--- config.mk ---
export PLATFORM = sky130hd
export DESIGN_NAME = sleep_mode_power_controller
export DESIGN_NICKNAME = d
export VERILOG_FILES = /design/src/rtl/sleep_ctrl_pkg.sv /design/src/rtl/wake_filter.sv /design/src/rtl/sleep_mode_power_controller.sv
export VERILOG_INCLUDE_DIRS = /design/src /design/src/rtl
export SDC_FILE = /design/constraint.sdc
export NUM_CORES = 1
export LEC_CHECK = 0
export BUFFER_PORTS_ARGS = -buffer_cell sky130_fd_sc_hd__buf_2
export CAP_MARGIN = 20
export CORE_AREA = 2 2 106 108
export CTS_CLUSTER_SIZE = 40
export DETAILED_ROUTE_END_ITERATION = 12
export DIE_AREA = 0 0 108 110
export SETUP_SLACK_MARGIN = 0.02
export SYNTH_ARGS = -nofsm -noshare
export SYNTH_HDL_FRONTEND = slang
export SYNTH_HIERARCHICAL = 1
export SYNTH_SLANG_ARGS = --single-unit
export TNS_END_PERCENT = 1
--- constraint.sdc ---
create_clock -name clock_in -period 7.19 [get_ports clock_in]
set_input_delay 0.719 -clock clock_in [delete_from_list [all_inputs] [get_ports clock_in]]
set_output_delay 0.719 -clock clock_in [all_outputs]
set_load 0.02 [all_outputs]
--- src/rtl/sleep_ctrl_defs.svh ---
// register offsets, field positions, reset values and timing for the sleep controller
`ifndef SLEEP_CTRL_DEFS_SVH
`define SLEEP_CTRL_DEFS_SVH

// ----------------------------------------
// register offsets and reset value
// ----------------------------------------
`define SLEEP_MODE_CONTROL_ADDR 8'h33
`define MCU_CONTROL_ADDR 8'h35
`define MODULE_CLOCK_GATE_0_ADDR 8'h64
`define MODULE_CLOCK_GATE_1_ADDR 8'h65
`define REG_RESET_VALUE 8'h00

// ----------------------------------------
// field positions
// ----------------------------------------
`define SLEEP_ARM_BIT 0
`define SLEEP_MODE_LSB 1
`define SLEEP_MODE_MSB 3
`define VECTOR_UNLOCK_BIT 0
`define VECTOR_RELOCATE_BIT 1
`define PULLUP_DISABLE_BIT 4
`define FLASH_SLEEP_OFF_BIT 6
`define FAST_WAKE_BIT 7

// ----------------------------------------
// writable bits of the clock-gate registers
// ----------------------------------------
`define GATE0_MASK 8'hef
`define GATE1_MASK 8'h26

// ----------------------------------------
// module clocks allowed to run per sleep mode
// ----------------------------------------
// gate 0: adc, timer 2, two-wire
`define ADC_MODE_RUN0 8'hc1
// gate 1: pin change, watchdog
`define ADC_MODE_RUN1 8'h22
// async timer 2 only
`define PDOWN_RUN0 8'h40
`define PDOWN_RUN1 8'h22
`define OFF_S0_RUN1 8'h20
`define ALL_STOPPED 8'h00
`define ALL_RUNNING 8'hff

// ----------------------------------------
// timing
// ----------------------------------------
`define CLK_MHZ 40
`define RESUME_CYC 4
`define VEC_WINDOW_CYC 6
`define WAKE_FILT_LONG_US 260
`define WAKE_FILT_SHORT_US 32

`endif

--- src/rtl/sleep_ctrl_pkg.sv ---
// types shared by the sleep-mode power controller
package sleep_ctrl_pkg;

  typedef enum logic [1:0] {
    st_run = 2'b00,
    st_sleep = 2'b01,
    st_wake = 2'b10
  } ctrl_state_t;

  typedef enum logic [2:0] {
    mode_idle = 3'b000,
    mode_adc = 3'b001,
    mode_pdown = 3'b010,
    mode_off_s1 = 3'b011,
    mode_off_lock = 3'b100,
    mode_off_s0 = 3'b110
  } power_mode_t;

  typedef struct packed {
    ctrl_state_t state;
    power_mode_t mode;
    logic [2:0] wait_cnt;
    logic sleep_arm;
    logic [2:0] sleep_mode_select;
    logic fast_wake_filter_select;
    logic flash_sleep_power_off;
    logic global_pullup_disable;
    logic vector_relocate_select;
    logic [2:0] unlock_cnt;
    logic [7:0] gate0;
    logic [7:0] gate1;
    logic [7:0] rdata;
    logic [1:0] ext_meta;
    logic [1:0] ext_sync;
    logic boot_pend;
    logic boot;
    logic resume;
    logic take_isr;
    logic adc_start;
  } ctrl_regs_t;

endpackage

--- src/rtl/wake_filter.sv ---
// glitch filter for power-off wake requests
`timescale 1ns/1ps
module wake_filter #(
  parameter int LONG_CYC = 10400,
  parameter int SHORT_CYC = 1280
) (
  input wire logic clock_in,
  input wire logic rst_n_in,
  input wire logic clk_en_in,
  input wire logic arm_in,
  input wire logic level_in,
  input wire logic fast_in,
  output logic pass_out
);

  localparam int CW = $clog2(LONG_CYC + 1);

  typedef struct packed {
    logic [CW-1:0] count;
    logic pass;
  } filt_state_t;

  filt_state_t s;
  filt_state_t next_s;
  logic [CW-1:0] last;

  // ----------------------------------------
  // count consecutive active cycles
  // ----------------------------------------
  always_comb begin
    next_s = s;
    last = fast_in ? CW'(SHORT_CYC - 1) : CW'(LONG_CYC - 1);
    if (clk_en_in) begin
      // any drop restarts the width, so short spikes never wake
      if (!arm_in || !level_in) begin
        next_s.count = '0;
        next_s.pass = 1'b0;
      end else if (s.count >= last) begin
        next_s.pass = 1'b1;
      end else begin
        next_s.count = s.count + 1'b1;
      end
    end
  end

  always_ff @(posedge clock_in or negedge rst_n_in) begin
    if (!rst_n_in) begin
      s <= '0;
    end else begin
      s <= next_s;
    end
  end

  assign pass_out = s.pass;

endmodule

--- src/rtl/sleep_mode_power_controller.sv ---
// sleep-mode power controller: registers, sleep sequencing, wake and clock gating
//
// Strobed register access was chosen for this implementation.
`timescale 1ns/1ps
`include "sleep_ctrl_defs.svh"

// Summary of operation
// sleep is entered on the sleep instruction only while the arm bit is set
// an enabled wake source during sleep restarts the core four cycles later
// if the waking interrupt is still pending at resume, vector to its handler
// a system reset during sleep wakes the device at the reset vector
// power-off wake by external irq 0 or 1 resumes after the sleep point
// mode field codes idle, adc, power-down, off s1, lock, off s0; rest reserved
// idle stops only core clock and fetch; any interrupt wakes
// adc mode keeps adc, external irqs, two-wire match, watchdog, timer 2
// adc mode entry starts a conversion; its completion interrupt wakes
// power-down gates module clocks, keeps master clock; limited wake sources
// power-off s0 keeps only the slow rc; external irqs or enabled watchdog wake
// power-off s1 stops all clocks; only external irqs wake
// software enables and configures the wake source before power-off
// flash power bit removes flash supply while the core sleeps
// fast-wake bit picks 260us or 32us wake filter, power-off only
// first gate register bits stop adc, serial, spi, timers and two-wire clocks
// second gate register bits stop pin-change, flash interface, watchdog clocks
// relocate bit accepted only within six cycles after the unlock bit
// pull-up disable bit globally disables i/o pull-ups
// system reset returns all registers to initial values, starts at reset vector
// software arms just before sleep and disarms right after waking
// sleep instruction with arm clear or reserved mode is a no-operation
module sleep_mode_power_controller #(
  parameter int LONG_FILT_CYC = `WAKE_FILT_LONG_US * `CLK_MHZ,
  parameter int SHORT_FILT_CYC = `WAKE_FILT_SHORT_US * `CLK_MHZ
) (
  input wire logic clock_in,
  input wire logic rst_n_in,
  input wire logic clk_en_in,
  input wire logic [7:0] reg_addr_in,
  input wire logic [7:0] reg_wdata_in,
  input wire logic reg_wr_in,
  input wire logic reg_rd_in,
  output logic [7:0] reg_rdata_out,
  input wire logic sleep_instr_in,
  input wire logic [1:0] ext_irq_in,
  input wire logic irq_any_in,
  input wire logic irq_pending_in,
  input wire logic adc_done_in,
  input wire logic two_wire_match_in,
  input wire logic timer2_irq_in,
  input wire logic watchdog_irq_in,
  input wire logic watchdog_irq_en_in,
  output logic core_clk_en_out,
  output logic resume_out,
  output logic take_isr_out,
  output logic boot_from_reset_out,
  output logic adc_start_out,
  output logic [7:0] module_clk_en0_out,
  output logic [7:0] module_clk_en1_out,
  output logic main_osc_en_out,
  output logic slow_rc_en_out,
  output logic flash_power_off_out,
  output logic pullup_disable_out,
  output logic vector_relocate_out,
  output logic sleeping_out
);

  // ----------------------------------------
  // helpers
  // ----------------------------------------
  function automatic logic mode_valid(input logic [2:0] code);
    case (code)
      3'h0, 3'h1, 3'h2, 3'h3, 3'h4, 3'h6: mode_valid = 1'b1;
      default: mode_valid = 1'b0;
    endcase
  endfunction

  function automatic logic is_off(input sleep_ctrl_pkg::power_mode_t m);
    case (m)
      sleep_ctrl_pkg::mode_off_s0,
      sleep_ctrl_pkg::mode_off_s1,
      sleep_ctrl_pkg::mode_off_lock: is_off = 1'b1;
      default: is_off = 1'b0;
    endcase
  endfunction

  function automatic logic wake_of(
    input sleep_ctrl_pkg::power_mode_t m,
    input logic ext,
    input logic irq,
    input logic adc,
    input logic two_wire_interface,
    input logic t2,
    input logic wdt,
    input logic wdt_en
  );
    case (m)
      // idle wake
      sleep_ctrl_pkg::mode_idle: wake_of = ext | irq;
      // conversion done wakes
      sleep_ctrl_pkg::mode_adc: wake_of = ext | adc | two_wire_interface | wdt | t2;
      // power-down wake
      sleep_ctrl_pkg::mode_pdown: wake_of = ext | two_wire_interface | wdt | t2;
      // s0 watchdog if enabled
      sleep_ctrl_pkg::mode_off_s0: wake_of = ext | (wdt & wdt_en);
      // external irqs only
      default: wake_of = ext;
    endcase
  endfunction

  // ----------------------------------------
  // state
  // ----------------------------------------
  sleep_ctrl_pkg::ctrl_regs_t s;
  sleep_ctrl_pkg::ctrl_regs_t next_s;
  logic ext_wake;
  logic raw_wake;
  logic off_now;
  logic filt_pass;
  logic wake;

  assign ext_wake = |s.ext_sync;
  assign off_now = is_off(s.mode);
  assign raw_wake = wake_of(s.mode, ext_wake, irq_any_in, adc_done_in,
    two_wire_match_in, timer2_irq_in, watchdog_irq_in, watchdog_irq_en_in);

  // filter only in power-off
  wake_filter #(
    .LONG_CYC(LONG_FILT_CYC),
    .SHORT_CYC(SHORT_FILT_CYC)
  ) u_filter (
    .clock_in(clock_in),
    .rst_n_in(rst_n_in),
    .clk_en_in(clk_en_in),
    .arm_in((s.state == sleep_ctrl_pkg::st_sleep) && off_now),
    .level_in(raw_wake),
    .fast_in(s.fast_wake_filter_select),
    .pass_out(filt_pass)
  );

  assign wake = off_now ? filt_pass : raw_wake;

  // ----------------------------------------
  // next state
  // ----------------------------------------
  always_comb begin
    next_s = s;
    if (clk_en_in) begin
      next_s.resume = 1'b0;
      next_s.take_isr = 1'b0;
      next_s.adc_start = 1'b0;
      next_s.rdata = 8'h00;
      // pins pass two flops before use
      next_s.ext_meta = ext_irq_in;
      next_s.ext_sync = s.ext_meta;
      // reset vector after any reset
      next_s.boot_pend = 1'b0;
      next_s.boot = s.boot_pend;
      if (s.unlock_cnt != 3'h0) begin
        next_s.unlock_cnt = s.unlock_cnt - 3'h1;
      end

      if (reg_wr_in) begin
        case (reg_addr_in)
          `SLEEP_MODE_CONTROL_ADDR: begin
            next_s.sleep_arm = reg_wdata_in[`SLEEP_ARM_BIT];
            next_s.sleep_mode_select = reg_wdata_in[`SLEEP_MODE_MSB:`SLEEP_MODE_LSB];
          end
          `MCU_CONTROL_ADDR: begin
            next_s.fast_wake_filter_select = reg_wdata_in[`FAST_WAKE_BIT];
            next_s.flash_sleep_power_off = reg_wdata_in[`FLASH_SLEEP_OFF_BIT];
            next_s.global_pullup_disable = reg_wdata_in[`PULLUP_DISABLE_BIT];
            // relocate only in window
            if (s.unlock_cnt != 3'h0) begin
              next_s.vector_relocate_select = reg_wdata_in[`VECTOR_RELOCATE_BIT];
              next_s.unlock_cnt = 3'h0;
            end else if (reg_wdata_in[`VECTOR_UNLOCK_BIT]) begin
              next_s.unlock_cnt = 3'(`VEC_WINDOW_CYC);
            end
          end
          // first gate register
          `MODULE_CLOCK_GATE_0_ADDR: next_s.gate0 = reg_wdata_in & `GATE0_MASK;
          // second gate register
          `MODULE_CLOCK_GATE_1_ADDR: next_s.gate1 = reg_wdata_in & `GATE1_MASK;
          default: next_s.gate0 = s.gate0;
        endcase
      end

      if (reg_rd_in) begin
        case (reg_addr_in)
          `SLEEP_MODE_CONTROL_ADDR:
            next_s.rdata = {4'h0, s.sleep_mode_select, s.sleep_arm};
          `MCU_CONTROL_ADDR:
            next_s.rdata = {s.fast_wake_filter_select, s.flash_sleep_power_off,
              1'b0, s.global_pullup_disable, 2'b00,
              s.vector_relocate_select, s.unlock_cnt != 3'h0};
          `MODULE_CLOCK_GATE_0_ADDR: next_s.rdata = s.gate0;
          `MODULE_CLOCK_GATE_1_ADDR: next_s.rdata = s.gate1;
          // unmapped reads return zero
          default: next_s.rdata = 8'h00;
        endcase
      end

      case (s.state)
        sleep_ctrl_pkg::st_run: begin
          // arm bit required
          // otherwise a no-operation
          if (sleep_instr_in && s.sleep_arm && mode_valid(s.sleep_mode_select)) begin
            // mode decode
            next_s.mode = sleep_ctrl_pkg::power_mode_t'(s.sleep_mode_select);
            next_s.state = sleep_ctrl_pkg::st_sleep;
            // auto conversion start
            next_s.adc_start = (s.sleep_mode_select == sleep_ctrl_pkg::mode_adc);
          end
        end
        sleep_ctrl_pkg::st_sleep: begin
          // start resume countdown
          if (wake) begin
            next_s.state = sleep_ctrl_pkg::st_wake;
            next_s.wait_cnt = 3'(`RESUME_CYC - 2);
          end
        end
        sleep_ctrl_pkg::st_wake: begin
          if (s.wait_cnt == 3'h0) begin
            // resume in place, no reset
            next_s.state = sleep_ctrl_pkg::st_run;
            next_s.resume = 1'b1;
            // pending irq is taken at once
            next_s.take_isr = irq_pending_in;
          end else begin
            next_s.wait_cnt = s.wait_cnt - 3'h1;
          end
        end
        default: next_s.state = sleep_ctrl_pkg::st_run;
      endcase
    end
  end

  // ----------------------------------------
  // registers
  // ----------------------------------------
  // everything to initial values
  always_ff @(posedge clock_in or negedge rst_n_in) begin
    if (!rst_n_in) begin
      s <= '0;
      s.boot_pend <= 1'b1;
      s.gate0 <= `REG_RESET_VALUE;
      s.gate1 <= `REG_RESET_VALUE;
    end else begin
      s <= next_s;
    end
  end

  // ----------------------------------------
  // clock and power controls
  // ----------------------------------------
  logic asleep;
  logic [7:0] run0;
  logic [7:0] run1;

  assign asleep = (s.state != sleep_ctrl_pkg::st_run);

  always_comb begin
    run0 = `ALL_RUNNING;
    run1 = `ALL_RUNNING;
    if (asleep) begin
      case (s.mode)
        // peripherals keep running
        sleep_ctrl_pkg::mode_idle: run0 = `ALL_RUNNING;
        // adc mode survivors
        sleep_ctrl_pkg::mode_adc: begin
          run0 = `ADC_MODE_RUN0;
          run1 = `ADC_MODE_RUN1;
        end
        // async timer and wake logic only
        sleep_ctrl_pkg::mode_pdown: begin
          run0 = `PDOWN_RUN0;
          run1 = `PDOWN_RUN1;
        end
        // watchdog on slow rc
        sleep_ctrl_pkg::mode_off_s0: begin
          run0 = `ALL_STOPPED;
          run1 = `OFF_S0_RUN1;
        end
        default: begin
          run0 = `ALL_STOPPED;
          run1 = `ALL_STOPPED;
        end
      endcase
    end
  end

  // set gate bit stops clock
  assign module_clk_en0_out = run0 & ~s.gate0;
  // set gate bit stops clock
  assign module_clk_en1_out = run1 & ~s.gate1;
  // core clock and fetch stop
  assign core_clk_en_out = !asleep;
  // master source off in power-off
  assign main_osc_en_out = !(asleep && off_now);
  // slow rc off in s1 and lock
  assign slow_rc_en_out = !(asleep && off_now && (s.mode != sleep_ctrl_pkg::mode_off_s0));
  // flash supply in sleep
  assign flash_power_off_out = asleep && s.flash_sleep_power_off;
  // global pull-up disable
  assign pullup_disable_out = s.global_pullup_disable;
  assign vector_relocate_out = s.vector_relocate_select;
  assign sleeping_out = asleep;
  assign reg_rdata_out = s.rdata;
  assign resume_out = s.resume;
  assign take_isr_out = s.take_isr;
  assign boot_from_reset_out = s.boot;
  assign adc_start_out = s.adc_start;

endmodule

======== Word-level counts from Yosys, hierarchy flattened ========
Cells that the tools add are included.
cells by class
  add/subtract/negate cells ............... 3
  $lt $le $gt $ge ......................... 1
  equal/unequal tests ..................... 22
  mux-type cells .......................... 34
  bitwise logic cells ..................... 14
  reduce and logical (&&, ||, !) cells .... 34
operators with widths
  kind                     count
  $pmux W8 S3              2
  $mux W8                  4
  $pmux W8 S4              1
  $mux W14                 2
  $mux W19                 1
  $mux W3                  6
  $and A8 B8 Y8            2
  $eq A8 B6 Y1 const B     2
  $eq A8 B7 Y1 const B     2
  $mux W15                 1
  $reduce_and A3 Y1        5
  $add A14 B1 Y14 const B  1
  $ge A14 B14 Y1           1
  $eq A3 B2 Y1 const B     4
  $eq A3 B3 Y1 const B     4
  $reduce_and A4 Y1        3
  $logic_not A3 Y1         3
  $or A1 B1 Y1             9
  $mux W1                  8
  $mux W2                  4
  $ne A2 B2 Y1 const B     4
  $not A6 Y8               1
  $not A8 Y8               1
  $eq A3 B1 Y1 const B     2
  other kinds (21)         35
storage, ports and cells
  register bits ........................... 61
  input bits .............................. 31
  word-level logic and storage cells ...... 130

======== Longest topological paths before layout ========
  depth in word-level cells ............... 10
  mapped depth ............................ 10
  depth with buffers taken out ............ 8

======== Cells and area by module ========
The synthesis kept the hierarchy.
by module, submodules not included
  module                       instances  cells an instance  area an instance (um2)  seq. area each (um2)
  sleep_mode_power_controller  1          250                2608.8                  1152.4
  wake_filter                  1          111                1041.0                  375.4

======== Worst setup path before layout ========
No wires, ideal clock.
  path kind ............................... input to register
  from .................................... input watchdog_irq_in
  to ...................................... register u_filter/s[11] in the netlist's numbering
  setup time .............................. 0.129 ns
  arrival ................................. 2.242 ns
  data required time ...................... 7.061 ns
  slack ................................... 4.820 ns
  stages .................................. 8
  path buffers ............................ 1
  cell sequence ........................... nor3_1 > nor3_1 > nor2_1 > inv_1 > and2_4 > dlygate4sd3_1 > o211ai_1 > nand3_1
on the way
  longest elaborated chain between the ends .. 7
  elaborated cells between the ends (all ways) .. 12
RTL lines
  item                                         RTL line                                                                                                   RTL
  start, declared                              sleep_mode_power_controller.sv:49                                                                          input wire logic watchdog_irq_in,
  $and A1 B1 Y1, or another cell as far along  sleep_mode_power_controller.sv:103                                                                         sleep_ctrl_pkg::mode_off_s0: wake_of = ext | (wdt & wdt_en);
  $or A1 B1 Y1, on equally long branches       sleep_mode_power_controller.sv:103, sleep_mode_power_controller.sv:99, sleep_mode_power_controller.sv:101
  $pmux W1 S4 *                                sleep_mode_power_controller.sv:95                                                                          case (m)
  via raw_wake                                 sleep_mode_power_controller.sv:115                                                                         logic raw_wake;
  $logic_not A1 Y1 *                           wake_filter.sv:35                                                                                          if (!arm_in || !level_in) begin
  $logic_or A1 B1 Y1 *                         wake_filter.sv:35
  $ne A2 B1 Y1 (no line)                       n/a
  $reduce_and A2 Y1 (no line)                  n/a
  end signal, assigned                         wake_filter.sv:50                                                                                          s <= next_s;
  end, declared                                wake_filter.sv:23                                                                                          filt_state_t s;
The timed path passes the listed nets; every way through them passes the cells marked *.
A chain may end at the register's enable or synchronous reset.

======== Worst setup path after layout ========
  from .................................... register s[51] in the netlist's numbering
  to ...................................... output module_clk_en0_out[6]
on the way
  longest elaborated chain between the ends .. 3
RTL lines
  item                    RTL line                            RTL
  start, declared         sleep_mode_power_controller.sv:112  sleep_ctrl_pkg::ctrl_regs_t s;
  start signal, assigned  sleep_mode_power_controller.sv:248  s <= next_s;
  $reduce_bool A2 Y1      sleep_mode_power_controller.sv:259  assign asleep = (s.state != sleep_ctrl_pkg::st_run);
  $mux W8                 sleep_mode_power_controller.sv:264  if (asleep) begin
  $and A8 B8 Y8           sleep_mode_power_controller.sv:292  assign module_clk_en0_out = run0 & ~s.gate0;
  end, declared           sleep_mode_power_controller.sv:56   output logic [7:0] module_clk_en0_out,
Every way passes these cells.

==> impl_metrics.py <==
metrics = {
    "cts": {
        "cts_tree": "yes",
        "path_clk_slew_ns": 0.07,
        "cts_buffer_depth": 2,
        "cts_setup_buffers": 0,
        "clk_latency_ns": 0.34,
        "cts-root-buf": "clkbuf_8",
        "cts_resized": 0,
        "numCtsBuffers": 9,
        "cts.sinks": 61,
        "cts_htree_levels": 3,
        "cts.hold.buffers_added": 0,
    },
    "drt": {
        "routedWlPerCell_um": 15.9,
        "num_vias": 2972,
        "vias_per_cell": 5.33,
        "drc": 0,
        "ant_nets": 0,
        "drt-initial-drc-count": 166,
        "drtPass1Iterations": 5,
        "wirelength_um": 8870,
    },
    "worst_hold_path": {
        "hold_path_depth": 1,
        "hold_class": "register to register",
        "hold_start": "reg_rdata_out[3]$_DFFE_PN0P_",
        "hold_path_end": "reg_rdata_out[3]$_DFFE_PN0P_",
    },
    "setup_path": {
        "timing.critical_path.cells": "or2_2, inv_1, nor2_1, nor2_1, buf_2",
        "worst_path_most_repeated_cell": "nor2_1",
        "slowest_delay_ns": 0.45,
        "critPathCaptureType": "primary output",
        "cp_top_family": "simple AND/OR/NAND/NOR gates",
        "crit_arrival_ns": 1.87,
        "worst-path-buf-inv": 2,
        "regToRegSetupSlack_ns": 4.61,
        "reg2reg_to": "u_filter/s[12]$_DFFE_PN0P_",
        "cp_max_fo": 10,
        "path_class": "register to primary output",
        "required_ns": 6.47,
        "crit_path_start_kind": "register",
        "ff2ff_path_depth": 8,
        "rr_startpoint": "s[48]$_DFFE_PN0P_",
        "crit_slowest_cell": "dfrtp_1",
    },
    "synthesis": {
        "ys_warn_count": 6,
        "synthArstFlopShare_pct": 100,
        "synth_common_cells": "60 x dfrtp_1, 26 x mux2_2, 25 x nand2_1",
        "yosys.area.top_type": "dfrtp_1",
        "synth_edf_count": 0,
        "synthesis.area_mm2": 0.00365,
        "ys.flop_type": "dfrtp_1",
        "synth_area_leaders": "dfrtp_1 41%, mux2_2 8.0%, ha_1 3.8%",
        "yosys_register_bits": 61,
        "ys_seq_area_share_pct": 41.9,
        "synth_cell_types": 71,
        "syn_area_per_cell_um2": 10.1,
        "synth_top_cell_area_share_pct": 41.1,
        "synthCells": 361,
        "yosysMostFrequentCell": "dfrtp_1",
        "synth_nets": 403,
    },
    "placed_design": {
        "place_area_mm2": 0.00400,
        "dp_hpwl_um": 6490,
        "place_congestion": 0.903,
        "dp.cells": 542,
        "io_buffer_count": 65,
    },
    "floorplanning": {
        "fp.dieW_um": 108,
        "die_h_um": 110,
        "dieArea_mm2": 0.0119,
        "core.rowCount": 38,
        "fp.coreArea_mm2": 0.0107,
        "initial_core_util_pct": 34.1,
        "io-pin-count": 66,
    },
    "sta": {
        "worstMarginPinSlew_ns": 0.833,
        "relSlewSlack_pct": 43.9,
        "max_freq_mhz": 386,
        "setup_tns_ns": 0,
        "finalClockSkew_ns": 0.0126,
        "final-setup-viol-count": 0,
        "period_needed_ns": 2.59,
        "finalHoldViolCount": 0,
        "rsz0062_at_grt": "false",
        "drv_slew": 0,
        "post-route-period-util_pct": 36.0,
    },
    "power_and_ir_drop": {
        "power.switching_mw": 0.278,
        "p_per_area_mw_per_mm2": 227,
        "ir_worst_vdd_mv": 0.114,
        "intPower_mw": 0.687,
        "combinationalPowerShare_pct": 19.4,
        "seqPwrFrac_pct": 40.0,
        "clock_power_share_pct": 40.7,
        "p_leak_nw": 1.90,
        "netSwitchingFraction_pct": 28.8,
    },
    "finish": {
        "final_nets": 455,
        "drive_above_1_share_pct": 31.1,
        "multi_input_area_mm2": 0.00187,
        "regArea_mm2": 0.00153,
        "final_cells": 558,
        "n_antenna_cell": 0,
        "n_fill_cell": 1084,
        "final_area_mm2": 0.00426,
        "syn_to_final_growth_pct": 16.6,
    },
    "global_routing": {
        "grt_pass1_wl_um": 14500,
        "antenna_found_initial": 0,
        "grt_pass1_vias": 2863,
        "grt_max_degree": 62,
        "gr-total-overflow": 0,
        "grt_use_total_pct": 15.6,
    },
    "run": {
        "drv_cap": 0,
    },
    "outcome": {
        "status": "finished, final reports clean",
    },
}
state kept, by name (all words and copies together), names as in the netlist:
signal / flops
adc_start_out: 1
boot_from_reset_out: 1
pullup_disable_out: 1
reg_rdata_out: 8
resume_out: 1
s: 32
take_isr_out: 1
u_filter/pass_out: 1
u_filter/s: 14
vector_relocate_out: 1
per-layer routing:
metal / track usage [%] / vias up / share of wire (%)
met5: 0 / - / 0
met4: 5.31 / 0 / 1.4
met3: 3.23 / 10 / 5.0
met2: 22.4 / 76 / 43
met1: 23.4 / 1450 / 51
li1: - / 1436 / -
power groups by stage:
stage / Combinational (mW) / Sequential (mW) / Clock [mW]
5_1_grt: 0.206 / 0.390 / 0.414
3_5_place_dp: 0.186 / 0.392 / 0
2_1_floorplan: 0.135 / 0.385 / 0
6_report: 0.187 / 0.386 / 0.393
3_3_place_gp: 0.183 / 0.392 / 0
4_1_cts: 0.188 / 0.386 / 0.399
placed cells by master, fill, tap and decap left out, drive strengths merged, types with 14 or more instances in the layout:
cell    Yosys  layout
buf        16      66
dfrtp      60      60
mux2       27      27
nand2      25      25
inv        23      23
nor2       22      22
nand3      19      19
o211ai     14      14
o21ai      14      14
stage by stage:
stage	power [mW]	hold WS [ns]	setup WS (ns)	util (%)
2_1_floorplan	0.520	0.423	4.82	-
3_3_place_gp	0.574	0.471	4.63	37.4
3_5_place_dp	0.579	0.469	4.57	37.4
4_1_cts	0.973	0.489	4.62	39.8
5_1_grt	1.01	0.512	4.40	39.8
6_report	0.966	0.483	4.60	39.8
logic make-up (layout without fill, tap and decap cells):
logic type               after synthesis  in the layout  share of synthesized area (%)
AO/OA/AOI/OAI                         77             77                           16.6
XOR/XNOR                               1              1                          0.240
adder cells (fa/ha/maj)               11             11                           3.77
buffers and inverters                 49            106                           6.86
flip-flops                            61             61                           41.9
multiplexers                          30             30                           9.26
AND/OR/NAND/NOR                      132            132                           21.4
layout make-up:
| type | count | area share, % |
|---|---|---|
| Sequential cell | 61 | 35.9 |
| Tap cell | 140 | 4.12 |
| Multi-Input combinational cell | 251 | 44.0 |
| Clock inverter | 5 | 2.50 |
| Clock buffer | 11 | 3.56 |
| Timing Repair Buffer | 66 | 7.82 |
| Inverter | 24 | 2.12 |
worst max path at each step:
stage                           start                         end  depth (start not counted)
finish              s[51]$_DFFE_PN0P_       module_clk_en0_out[6]                          5
floorplan             watchdog_irq_in  u_filter/s[11]$_DFFE_PN0P_                          8
global route        s[48]$_DFFE_PN0P_  u_filter/s[14]$_DFFE_PN0P_                          8
detailed placement    watchdog_irq_in   u_filter/s[1]$_DFFE_PN0P_                          9
CTS                 s[48]$_DFFE_PN0P_  u_filter/s[12]$_DFFE_PN0P_                          8
global placement      watchdog_irq_in  u_filter/s[14]$_DFFE_PN0P_                          9
No activity file was read; power rests on OpenSTA's default activity.
